$ cat config.mk
export PLATFORM = sky130hd
export DESIGN_NAME = timer24_selectable_clock
export DESIGN_NICKNAME = d
export VERILOG_FILES = /design/src/verilog/timer24_pkg.sv /design/src/verilog/count24_core.sv /design/src/verilog/source_edge_sync.sv /design/src/verilog/timer24_selectable_clock.sv
export VERILOG_INCLUDE_DIRS = /design/src /design/src/verilog
export SDC_FILE = /design/constraint.sdc
export NUM_CORES = 1
export LEC_CHECK = 0
export ABC_AREA = 1
export BUFFER_PORTS_ARGS = -buffer_cell sky130_fd_sc_hd__buf_2
export CAP_MARGIN = 20
export CORE_ASPECT_RATIO = 1.5
export CORE_MARGIN = 3
export CORE_UTILIZATION = 30
export CTS_CLUSTER_DIAMETER = 120
export CTS_CLUSTER_SIZE = 30
export DETAILED_ROUTE_END_ITERATION = 10
export PLACE_DENSITY = 0.49
export SLEW_MARGIN = 20
export SYNTH_ARGS = -nofsm -noshare
export SYNTH_HDL_FRONTEND = slang
export SYNTH_HIERARCHICAL = 1
export SYNTH_SLANG_ARGS = --single-unit
export TNS_END_PERCENT = 1
$ cat constraint.sdc
create_clock -name pclk -period 3.3 [get_ports pclk]
set_clock_uncertainty 0.1 [all_clocks]
set_input_delay 0.495 -clock pclk [delete_from_list [all_inputs] [get_ports pclk]]
set_output_delay 0.495 -clock pclk [all_outputs]
set_load 0.01 [all_outputs]
$ cat src/verilog/timer24_defines.svh
// Register map, field positions, reset values and bus figures for the
// 24-bit selectable-clock timer.
// Assumes a 32-bit APB slave with one word per register.
`ifndef TIMER24_DEFINES_SVH
`define TIMER24_DEFINES_SVH

// Register indices; the byte address is four times the index
`define IDX_CONTROL_STATUS 18'h0a068
`define IDX_COUNT_LOW      18'h0a069
`define IDX_COUNT_MIDDLE   18'h0a06a
`define IDX_COUNT_HIGH     18'h0a06b
`define IDX_IRQ_STATUS     18'h0a06c
`define IDX_IRQ_MASK       18'h0a06d

// APB address width, wide enough for four times the top index
`define APB_ADDR_W 18

// Control and status field positions
`define BIT_OVERFLOW_FLAG  7
`define BIT_CLK_SEL_HI     6
`define BIT_CLK_SEL_LO     5
`define BIT_RELOAD_MODE    4
`define BIT_RUN_CONTROL    3
`define BIT_IRQ_ENABLE     0

// Reset values
`define RST_CONTROL  8'h00
`define RST_COUNT    24'h000000
`define RST_IRQ_MASK 1'h0

// Count width and the value that rolls over
`define COUNT_W   24
`define COUNT_MAX 24'hffffff

// Synchroniser depth for the count clock sources
`define SYNC_STAGES 3

`endif

$ cat src/verilog/timer24_pkg.sv
// Types shared by the timer files.
// Assumes timer24_defines.svh for all numbers.
package timer24_pkg;

  // Count clock sources, in select-field order
  typedef enum logic [1:0] {
    src_fast_internal_oscillator,
    src_external_oscillator,
    src_real_time_clock,
    src_slow_32k_oscillator
  } clk_src_e;

  // One byte lane of the count
  typedef logic [7:0] byte_t;

endpackage : timer24_pkg

$ cat src/verilog/count24_core.sv
// The 24-bit counter with its hidden reload value.
// Assumes byte writes arrive as one-cycle strobes from the bus side.
`timescale 1ns/100ps
`include "timer24_defines.svh"

module count24_core (
  input  wire logic                pclk,        // Register clock
  input  wire logic                presetn,     // Async reset, active low
  input  wire logic                tick,        // Selected source edge
  input  wire logic                run_control, // Count enable
  input  wire logic                reload_mode, // 1 auto-reload, 0 free
  input  wire logic [2:0]          wr_byte,     // Byte write strobes
  input  wire logic [7:0]          wr_data,     // Byte write data
  output logic      [`COUNT_W-1:0] count24,     // Live count
  output logic                     overflow     // One-cycle rollover
);

  logic [`COUNT_W-1:0] reload_value;   // Hidden reload register
  logic [`COUNT_W-1:0] next_count;     // Count after this cycle
  logic [`COUNT_W-1:0] next_reload;    // Reload after this cycle
  logic                advance;        // Counting edge this cycle
  logic                rollover;       // Advance from all ones

  assign advance  = tick & run_control;
  assign rollover = advance & (count24 == `COUNT_MAX);

  // Count update; a software byte write beats a tick in the same cycle
  always_comb begin
    next_count  = count24;
    next_reload = reload_value;
    if (rollover) begin
      next_count = reload_mode ? reload_value : '0;
    end else if (advance) begin
      next_count = count24 + `COUNT_W'(1);
    end
    for (int b = 0; b < 3; b++) begin
      if (wr_byte[b] && reload_mode) begin
        next_reload[b*8 +: 8] = wr_data;
      end else if (wr_byte[b]) begin
        next_count[b*8 +: 8] = wr_data;
      end
    end
  end

  // State registers
  always_ff @(posedge pclk or negedge presetn) begin
    if (!presetn) begin
      count24      <= `RST_COUNT;
      reload_value <= `RST_COUNT;
      overflow     <= 1'b0;
    end else begin
      count24      <= next_count;
      reload_value <= next_reload;
      overflow     <= rollover;
    end
  end

endmodule : count24_core

$ cat src/verilog/source_edge_sync.sv
// Brings the four count clock sources into the pclk domain and turns
// each rising edge into a one-cycle tick.
// Assumes every source is at most a third of the pclk rate.
`timescale 1ns/100ps
`include "timer24_defines.svh"

module source_edge_sync (
  input  wire logic       pclk,     // Register clock
  input  wire logic       presetn,  // Async reset, active low
  input  wire logic [3:0] src_in,   // Raw source clocks
  output logic      [3:0] src_tick  // One pulse per rising edge
);

  genvar g;
  generate
    for (g = 0; g < 4; g++) begin : g_src
      // Stage 0 is read only by stage 1; stages 1 and 2 feed the edge
      logic [`SYNC_STAGES-1:0] stage;

      // Shift chain; a constant under reset
      always_ff @(posedge pclk or negedge presetn) begin
        if (!presetn) begin
          stage <= '0;
        end else begin
          stage <= {stage[`SYNC_STAGES-2:0], src_in[g]};
        end
      end

      // Rising edge seen between the two settled stages
      assign src_tick[g] = stage[1] & ~stage[2];
    end
  endgenerate

endmodule : source_edge_sync

$ cat src/verilog/timer24_selectable_clock.sv
// Top of the 24-bit timer: APB register slave, control and status,
// interrupt status and mask, and the count path.
// Assumes the four count sources are free-running level clocks slower
// than a third of pclk, and pclk itself keeps running in low power.
//
// Register map, one byte of meaning per 32-bit word; the byte address
// is four times the register index:
//   control and status  flag, source select, mode, run, enable
//   count low byte      bits 7:0 of the live count
//   count middle byte   bits 15:8 of the live count
//   count high byte     bits 23:16 of the live count
//   interrupt status    bit 0, sticky, write one to clear
//   interrupt mask      bit 0, one lets the status through
// Only byte lane 0 of a write is used. An unmapped address is
// answered at once with pslverr and zero read data, and a write to it
// changes nothing. Every transfer is answered without wait states.
// Control and status fields: bit 7 overflow flag (write zero to clear,
// one has no effect), bits 6:5 source select, bit 4 reload mode,
// bit 3 run, bits 2:1 read zero, bit 0 overflow interrupt enable.
// Source select: 0 fast internal, 1 external, 2 real-time clock,
// 3 slow 32 kHz.
`timescale 1ns/100ps
`include "timer24_defines.svh"

module timer24_selectable_clock (
  input  wire logic                   pclk,      // APB clock, 100 MHz
  input  wire logic                   presetn,   // Async reset, active low
  input  wire logic                   psel,      // Slave select
  input  wire logic                   penable,   // Access phase
  input  wire logic                   pwrite,    // 1 write, 0 read
  input  wire logic [`APB_ADDR_W-1:0] paddr,     // Byte address
  input  wire logic [31:0]            pwdata,    // Write data
  input  wire logic [3:0]             pstrb,     // Byte lane strobes
  output logic      [31:0]            prdata,    // Read data
  output logic                        pready,    // Transfer done
  output logic                        pslverr,   // Unmapped address
  input  wire logic                   clk_fast_internal, // Source 0
  input  wire logic                   clk_external,      // Source 1
  input  wire logic                   clk_rtc,           // Source 2
  input  wire logic                   clk_slow_32k,      // Source 3
  output logic                        irq,       // Level interrupt
  output logic                        overflow_flag      // Mirror of flag
);

  // Matches a byte address against a register index
  function automatic logic reg_hit(
    input logic [`APB_ADDR_W-1:0] addr,
    input logic [`APB_ADDR_W-1:0] idx
  );
    reg_hit = (addr == {idx[`APB_ADDR_W-3:0], 2'b00});
  endfunction : reg_hit

  // Picks one byte of the live count for the read mux; the three
  // count registers differ only in the lane they show
  function automatic timer24_pkg::byte_t count_byte(
    input logic [`COUNT_W-1:0] count,
    input logic [1:0]          lane
  );
    count_byte = count[lane*8 +: 8];
  endfunction : count_byte

  // Control fields held by software
  timer24_pkg::clk_src_e count_clock_select;   // Source select
  logic                  reload_mode_select;   // 1 auto-reload
  logic                  run_control;          // Counting enabled
  logic                  overflow_irq_enable;  // Interrupt gate
  logic                  flag;                 // Sticky overflow flag

  // Interrupt status and mask words
  logic                  irq_status;           // Sticky, write one clear
  logic                  irq_mask;             // 1 lets status through

  // Count path
  logic [3:0]            src_tick;             // Edges of each source
  logic                  tick;                 // Edge of chosen source
  logic [`COUNT_W-1:0]   count24;              // Live count
  logic                  ovf_event;            // Rollover pulse
  logic [2:0]            wr_byte;              // Count byte strobes

  // Bus decode; all address bits are compared, so no register has an
  // alias and every other address is refused
  logic                  setup;                // Setup phase
  logic                  wr_fire;              // Write takes effect
  logic                  hit_ctl;              // Control and status
  logic                  hit_lo;               // Low count byte
  logic                  hit_mid;              // Middle count byte
  logic                  hit_hi;               // High count byte
  logic                  hit_ist;              // Interrupt status
  logic                  hit_imk;              // Interrupt mask
  logic                  hit_any;              // Any mapped register
  logic                  lane0;                // Low byte lane written
  logic [7:0]            wbyte;                // Low byte of write data
  logic [7:0]            ctl_read;             // Control word as read
  logic [31:0]           next_prdata;          // Read mux result
  logic                  ctl_wr;               // Control word written
  logic                  ist_wr;               // Status word written
  logic                  imk_wr;               // Mask word written
  logic                  rd_setup;             // Read seen in setup
  logic                  err_setup;            // Unmapped access setup

  // Next values of the software state
  logic                  next_flag;
  logic                  next_irq_status;
  logic                  next_irq;             // Gated interrupt level

  // Source edges into pclk; the count keeps going whenever pclk and the
  // chosen source run, independent of any processor clock gating
  source_edge_sync u_sync (
    .pclk     (pclk),
    .presetn  (presetn),
    .src_in   ({clk_slow_32k, clk_rtc, clk_external, clk_fast_internal}),
    .src_tick (src_tick)
  );

  // Selection acts on already synchronised ticks, so a change of
  // source can never make a runt edge
  assign tick = src_tick[count_clock_select];

  // Decode of the address, shared by read and write;
  // setup marks the one cycle in which the answer is decided
  assign setup   = psel & ~penable;
  assign wr_fire = psel & penable & pready & pwrite;
  assign hit_ctl = reg_hit(paddr, `IDX_CONTROL_STATUS);
  assign hit_lo  = reg_hit(paddr, `IDX_COUNT_LOW);
  assign hit_mid = reg_hit(paddr, `IDX_COUNT_MIDDLE);
  assign hit_hi  = reg_hit(paddr, `IDX_COUNT_HIGH);
  assign hit_ist = reg_hit(paddr, `IDX_IRQ_STATUS);
  assign hit_imk = reg_hit(paddr, `IDX_IRQ_MASK);
  assign hit_any = hit_ctl | hit_lo | hit_mid | hit_hi | hit_ist | hit_imk;
  assign lane0   = pstrb[0];
  assign wbyte   = pwdata[7:0];

  // Write strobes per register; a write with lane 0 off is answered
  // but changes nothing, so no field can be half written
  assign ctl_wr    = wr_fire & hit_ctl & lane0;
  assign ist_wr    = wr_fire & hit_ist & lane0;
  assign imk_wr    = wr_fire & hit_imk & lane0;

  // Read data and the error answer are decided in the setup cycle,
  // so both can stand in flip-flops by the access cycle
  assign rd_setup  = setup & ~pwrite;
  assign err_setup = setup & ~hit_any;

  // Byte strobes into the counter; the core sends them to the live
  // count or the reload value by mode
  assign wr_byte = {3{wr_fire & lane0}} & {hit_hi, hit_mid, hit_lo};

  // Counting runs at the pclk rate on synchronised ticks; a source
  // faster than a third of pclk would lose edges, which is the price
  // of keeping the whole block in one clock domain.
  // Counter with hidden reload value
  count24_core u_core (
    .pclk        (pclk),
    .presetn     (presetn),
    .tick        (tick),
    .run_control (run_control),
    .reload_mode (reload_mode_select),
    .wr_byte     (wr_byte),
    .wr_data     (wbyte),
    .count24     (count24),
    .overflow    (ovf_event)
  );

  // Control word as software sees it; bits 2:1 read zero
  assign ctl_read = {flag,
                     count_clock_select,
                     reload_mode_select,
                     run_control,
                     2'b00,
                     overflow_irq_enable};

  // Read mux; count bytes are the live count, no snapshot is taken,
  // so a multi-byte read can tear if the count moves in between.
  // Reading the high byte first makes a carry show up as a low byte
  // that wrapped, which software can catch with a second pass
  always_comb begin
    next_prdata = 32'h0000_0000;
    if (hit_ctl) begin
      next_prdata = {24'h000000, ctl_read};
    end else if (hit_lo) begin
      next_prdata = {24'h000000, count_byte(count24, 2'h0)};
    end else if (hit_mid) begin
      next_prdata = {24'h000000, count_byte(count24, 2'h1)};
    end else if (hit_hi) begin
      next_prdata = {24'h000000, count_byte(count24, 2'h2)};
    end else if (hit_ist) begin
      next_prdata = {31'h0000_0000, irq_status};
    end else if (hit_imk) begin
      next_prdata = {31'h0000_0000, irq_mask};
    end
  end

  // Flag: writing zero clears it, writing one leaves it, and a
  // rollover in the same cycle wins over the clear. Writing one must
  // leave it, or a read-modify-write of the other fields would lose
  // an overflow that came in between
  always_comb begin
    next_flag = flag;
    if (ctl_wr && !wbyte[`BIT_OVERFLOW_FLAG]) begin
      next_flag = 1'b0;
    end
    if (ovf_event) begin
      next_flag = 1'b1;
    end
  end

  // Interrupt status: write one to clear, set wins over clear, so a
  // late clear can never hide a fresh overflow; the handler sees the
  // line stay up and comes back
  always_comb begin
    next_irq_status = irq_status;
    if (ist_wr && wbyte[0]) begin
      next_irq_status = 1'b0;
    end
    if (ovf_event) begin
      next_irq_status = 1'b1;
    end
  end

  // Control fields; only the low byte lane carries them. A new source
  // counts from its next synchronised edge; ticks are one-cycle
  // pulses, so a change of source can never count one edge twice
  always_ff @(posedge pclk or negedge presetn) begin
    if (!presetn) begin
      count_clock_select  <= timer24_pkg::clk_src_e'(
                             `RST_CONTROL >> `BIT_CLK_SEL_LO);
      reload_mode_select  <= 1'b0;
      run_control         <= 1'b0;
      overflow_irq_enable <= 1'b0;
    end else if (ctl_wr) begin
      count_clock_select  <= timer24_pkg::clk_src_e'(
        wbyte[`BIT_CLK_SEL_HI:`BIT_CLK_SEL_LO]);
      reload_mode_select  <= wbyte[`BIT_RELOAD_MODE];
      run_control         <= wbyte[`BIT_RUN_CONTROL];
      overflow_irq_enable <= wbyte[`BIT_IRQ_ENABLE];
    end
  end

  // Sticky bits; flag and status are set by the same rollover but
  // cleared by different writes, so each keeps its own next value
  always_ff @(posedge pclk or negedge presetn) begin
    if (!presetn) begin
      flag       <= 1'b0;
      irq_status <= 1'b0;
    end else begin
      flag       <= next_flag;
      irq_status <= next_irq_status;
    end
  end

  // Interrupt mask; it survives a clear of the status, so software
  // sets it once and only clears status afterwards
  always_ff @(posedge pclk or negedge presetn) begin
    if (!presetn) begin
      irq_mask <= `RST_IRQ_MASK;
    end else if (imk_wr) begin
      irq_mask <= wbyte[0];
    end
  end

  // Gated request, built from the next status so the line rises at
  // the same edge as the status bit and falls with its clear
  assign next_irq = next_irq_status & irq_mask & overflow_irq_enable;

  // Interrupt output; the enable bit gates the request ahead of the
  // mask so a disabled timer never raises the line
  always_ff @(posedge pclk or negedge presetn) begin
    if (!presetn) begin
      irq           <= 1'b0;
      overflow_flag <= 1'b0;
    end else begin
      irq           <= next_irq;
      overflow_flag <= next_flag;
    end
  end

  // APB answer: data is captured in the setup cycle and pready rises
  // for the first access cycle, so every transfer has no wait state
  always_ff @(posedge pclk or negedge presetn) begin
    if (!presetn) begin
      prdata  <= 32'h0000_0000;
      pready  <= 1'b0;
      pslverr <= 1'b0;
    end else begin
      pready  <= setup;
      pslverr <= err_setup;
      // prdata holds the last read; writes and idle cycles leave it
      if (rd_setup) begin
        prdata <= next_prdata;
      end
    end
  end

endmodule : timer24_selectable_clock
==> metrics.cfg <==
[sta]
maxSlewViolCount=0
fin_crit_ps=2480
hold_ws_ps=55.6
worst_slew_pin_slew_ps=784
finalSetupTns_ps=0
fmax_mhz=403
max-slew-margin-rel=0.477
grt_setup_unrepaired=false
hold_viol=0
fin_crit_sh=0.753
finalWorstSetupSlack_ps=817
setup_viol=0

[clock_tree]
cts-root-buf=clkbuf_16
cts_setup_buffers=0
numCtsBuffers=9
cts_tree=built
clock_latency_ps=340
cts.htree.levels=3
path_clk_slew_ps=70
cts_resized=0
cts_sinks=80
clockBufferDepth=2
hold_buffers=0

[logic_synthesis]
synth_area_leaders=dfrtp_1 (41%), nand2_1 (14%), inv_1 (6.6%)
yosysWarnings=6
yosysTopAreaCell=dfrtp_1
synth.distinct_cells=38
ys_seq_elements=80
yosysSeqAreaShare=0.408
syn_area_mm2=0.00490
synth-edff-count=0
async_flop_share=1.00
synth_area_per_cell_um2=7.37
synthFlopType=dfrtp_1
synth_top_area_frac=0.408
synthCells=665

[critical_path]
worstPathArrival_ps=2660
crit_path_end_kind=flip-flop
cp.required_ps=3480
slowest_delay_ps=500
startpoint_type=flip-flop
critPathMaxFanout=12
worstPathCellList=inv_1 -> nand2_1 -> a32oi_1 -> nand3_1 -> nor2_4 -> nand3_1 -> nor2_2 -> nand3_1 -> nand3_1 -> nand2_1 -> inv_1
crit_top_cell=nand3_1
path_class=reg2reg
slowest_stage=nor2_2

[grt]
grt.met3_usage=0.0198
grt_pass1_wl_mm=22.5
grt_max_degree=81
grt.busiest_layer=met2
grt_use_met2=0.304
grt_overflow_total=0
grt_use_met1=0.190
antenna_found_initial=0
grt_use_total=0.166
grt_pass1_vias=4206

[placed_design]
placed_cells=905
dp_hpwl_mm=11.0
place.port_buffers=47
gp_congestion=0.857
preCtsSetupSlack_ps=724

[power_and_ir_drop]
comb_power_share=0.047
p_int_mw=1.80
swShare=0.221
p_leak_nw=3.00
p_per_area_mw_per_mm2=412
ir_worst_vdd_mv=0.258
clkPwrFrac=0.523
power_frac_seq=0.430
power_switching_mw=0.511

[finish]
drive_above_1_share=0.160
area_growth_pct=14.5
register_area_mm2=0.00200
multiInputGateArea_mm2=0.00239
antenna_cells=0
filler_cell_count=1730
stdcell_count=921
nNetsFinal=777

[die]
dieHeight_um=163
die-area_mm2=0.0179
coreArea_mm2=0.0158
io-pin-count=99
dieWidth_um=110
initial_core_util=0.310
rows=56

[detailed_routing]
routed_wl_mm=14.4
wl_per_cell_um=15.6
num_vias=4372
vias_per_cell=4.75
drcViolationCount=0
firstDrtPassIters=4
drtIter0Drc=241
drtAntennaViolNets=0

[flow_run]
cap_violations=0

[status]
outcome=completed

[worst_hold_path]
hp-class=in2async

synthesized netlist by cell type (all sizes together) (5+ instances only):
cell type	instances
nand2	187
nor2	93
inv	90
dfrtp	80
nand3	62
nand4	42
o21ai	34
buf	31
a21oi	12
nor3	7
clkbuf	6
xor2	5
per-layer routing:
| metal | routed length [um] | vias up | share of wire |
|---|---|---|---|
| met3 | 528 | 21 | 0.037 |
| li1 | - | 2174 | - |
| met4 | 397 | 0 | 0.028 |
| met1 | 5820 | 2059 | 0.40 |
| met5 | 0 | - | 0 |
| met2 | 7630 | 118 | 0.53 |
state kept, by name (all words and copies together) (netlist names):
register,flops
irq,1
count_clock_select,2
irq_mask,1
irq_status,1
u_core/count24,24
pslverr,1
pready,1
run_control,1
u_core/overflow,1
u_core/reload_value,24
overflow_irq_enable,1
prdata,8
reload_mode_select,1
overflow_flag,1
u_sync/g_src.stage,12
logic make-up after synthesis:
logic type               Yosys count  synth area share
AND/OR/NAND/NOR                  396             0.391
other                              1          0.000765
flip-flops                        80             0.408
AO/OA/AOI/OAI                     49            0.0523
buffers and inverters            128             0.122
adder cells (fa/ha/maj)            1           0.00255
multiplexers                       4            0.0122
XOR/XNOR                           6            0.0107
power by group through the flow:
stage	sequential (mW)	clock, mW	combinational, mW
finish	0.993	1.21	0.109
global route	0.993	1.28	0.124
CTS	0.993	1.24	0.111
detailed placement	1.01	0	0.111
global placement	1.01	0	0.109
floorplan	1.01	0	0.0653
per-stage QoR:
| step | power, mW | util | area [um2] |
|---|---|---|---|
| final | 2.31 | 0.354 | 5610 |
| after global routing | 2.39 | 0.354 | 5610 |
| after CTS | 2.34 | 0.354 | 5610 |
| after detailed placement | 1.12 | 0.332 | 5250 |
| after global placement | 1.12 | 0.332 | 5250 |
| after floorplan | 1.08 | - | 4990 |
final timing paths:
| path | slack (ps) | endpoint | start | cells past startpoint |
|---|---|---|---|---|
| setup / recovery | 820 | u_core/count24[13] | count_clock_select[0] | 11 |
| hold / removal | 60 | prdata[4] | presetn | 1 |
| setup reg to reg | 820 | u_core/count24[13] | count_clock_select[0] | 11 |
| hold reg to reg | 250 | u_sync/g_src[2].stage[1] | u_sync/g_src[2].stage[0] | 0 |
| max in group asynchronous | 2450 | u_core/reload_value[7] | presetn | 1 |
| min in group pclk | 160 | u_sync/g_src[1].stage[0] | clk_external | 1 |
worst max-delay path, delay by kind of cell (launching register included):
family                 cells  cell delay, ps
AOI/OAI and AO/OA          1             260
DFF                        1             450
buffers and inverters      2             140
and+or+nand+nor            8            1470
layout by cell type, fill, tap and decap left out, types with 2 or more instances in the layout:
cell type	count
buf_4	4
nor2_1	69
clkbuf_16	9
nand2_2	7
bufinv_16	3
nor3_1	5
nand4_1	40
nor3_4	2
nor2_2	14
conb_1	24
nand4_4	2
buf_2	46
nand2_1	179
nand3b_1	2
dfrtp_1	80
a21oi_1	11
clkbuf_8	2
o21ai_0	29
mux2_4	4
o21ai_1	5
nand3_1	58
inv_1	86
inv_2	4
nor2_4	9
xor2_1	5
nand3_2	3
cell type report:
class,instances,area share
multi-input cells,480,0.426
flip-flops and latches,80,0.357
inverters,91,0.0609
repair buffers,51,0.0484
clock buffers,12,0.0457
well taps,203,0.0453
clock inverters,4,0.0176
No activity file was read; power rests on OpenSTA's default activity.
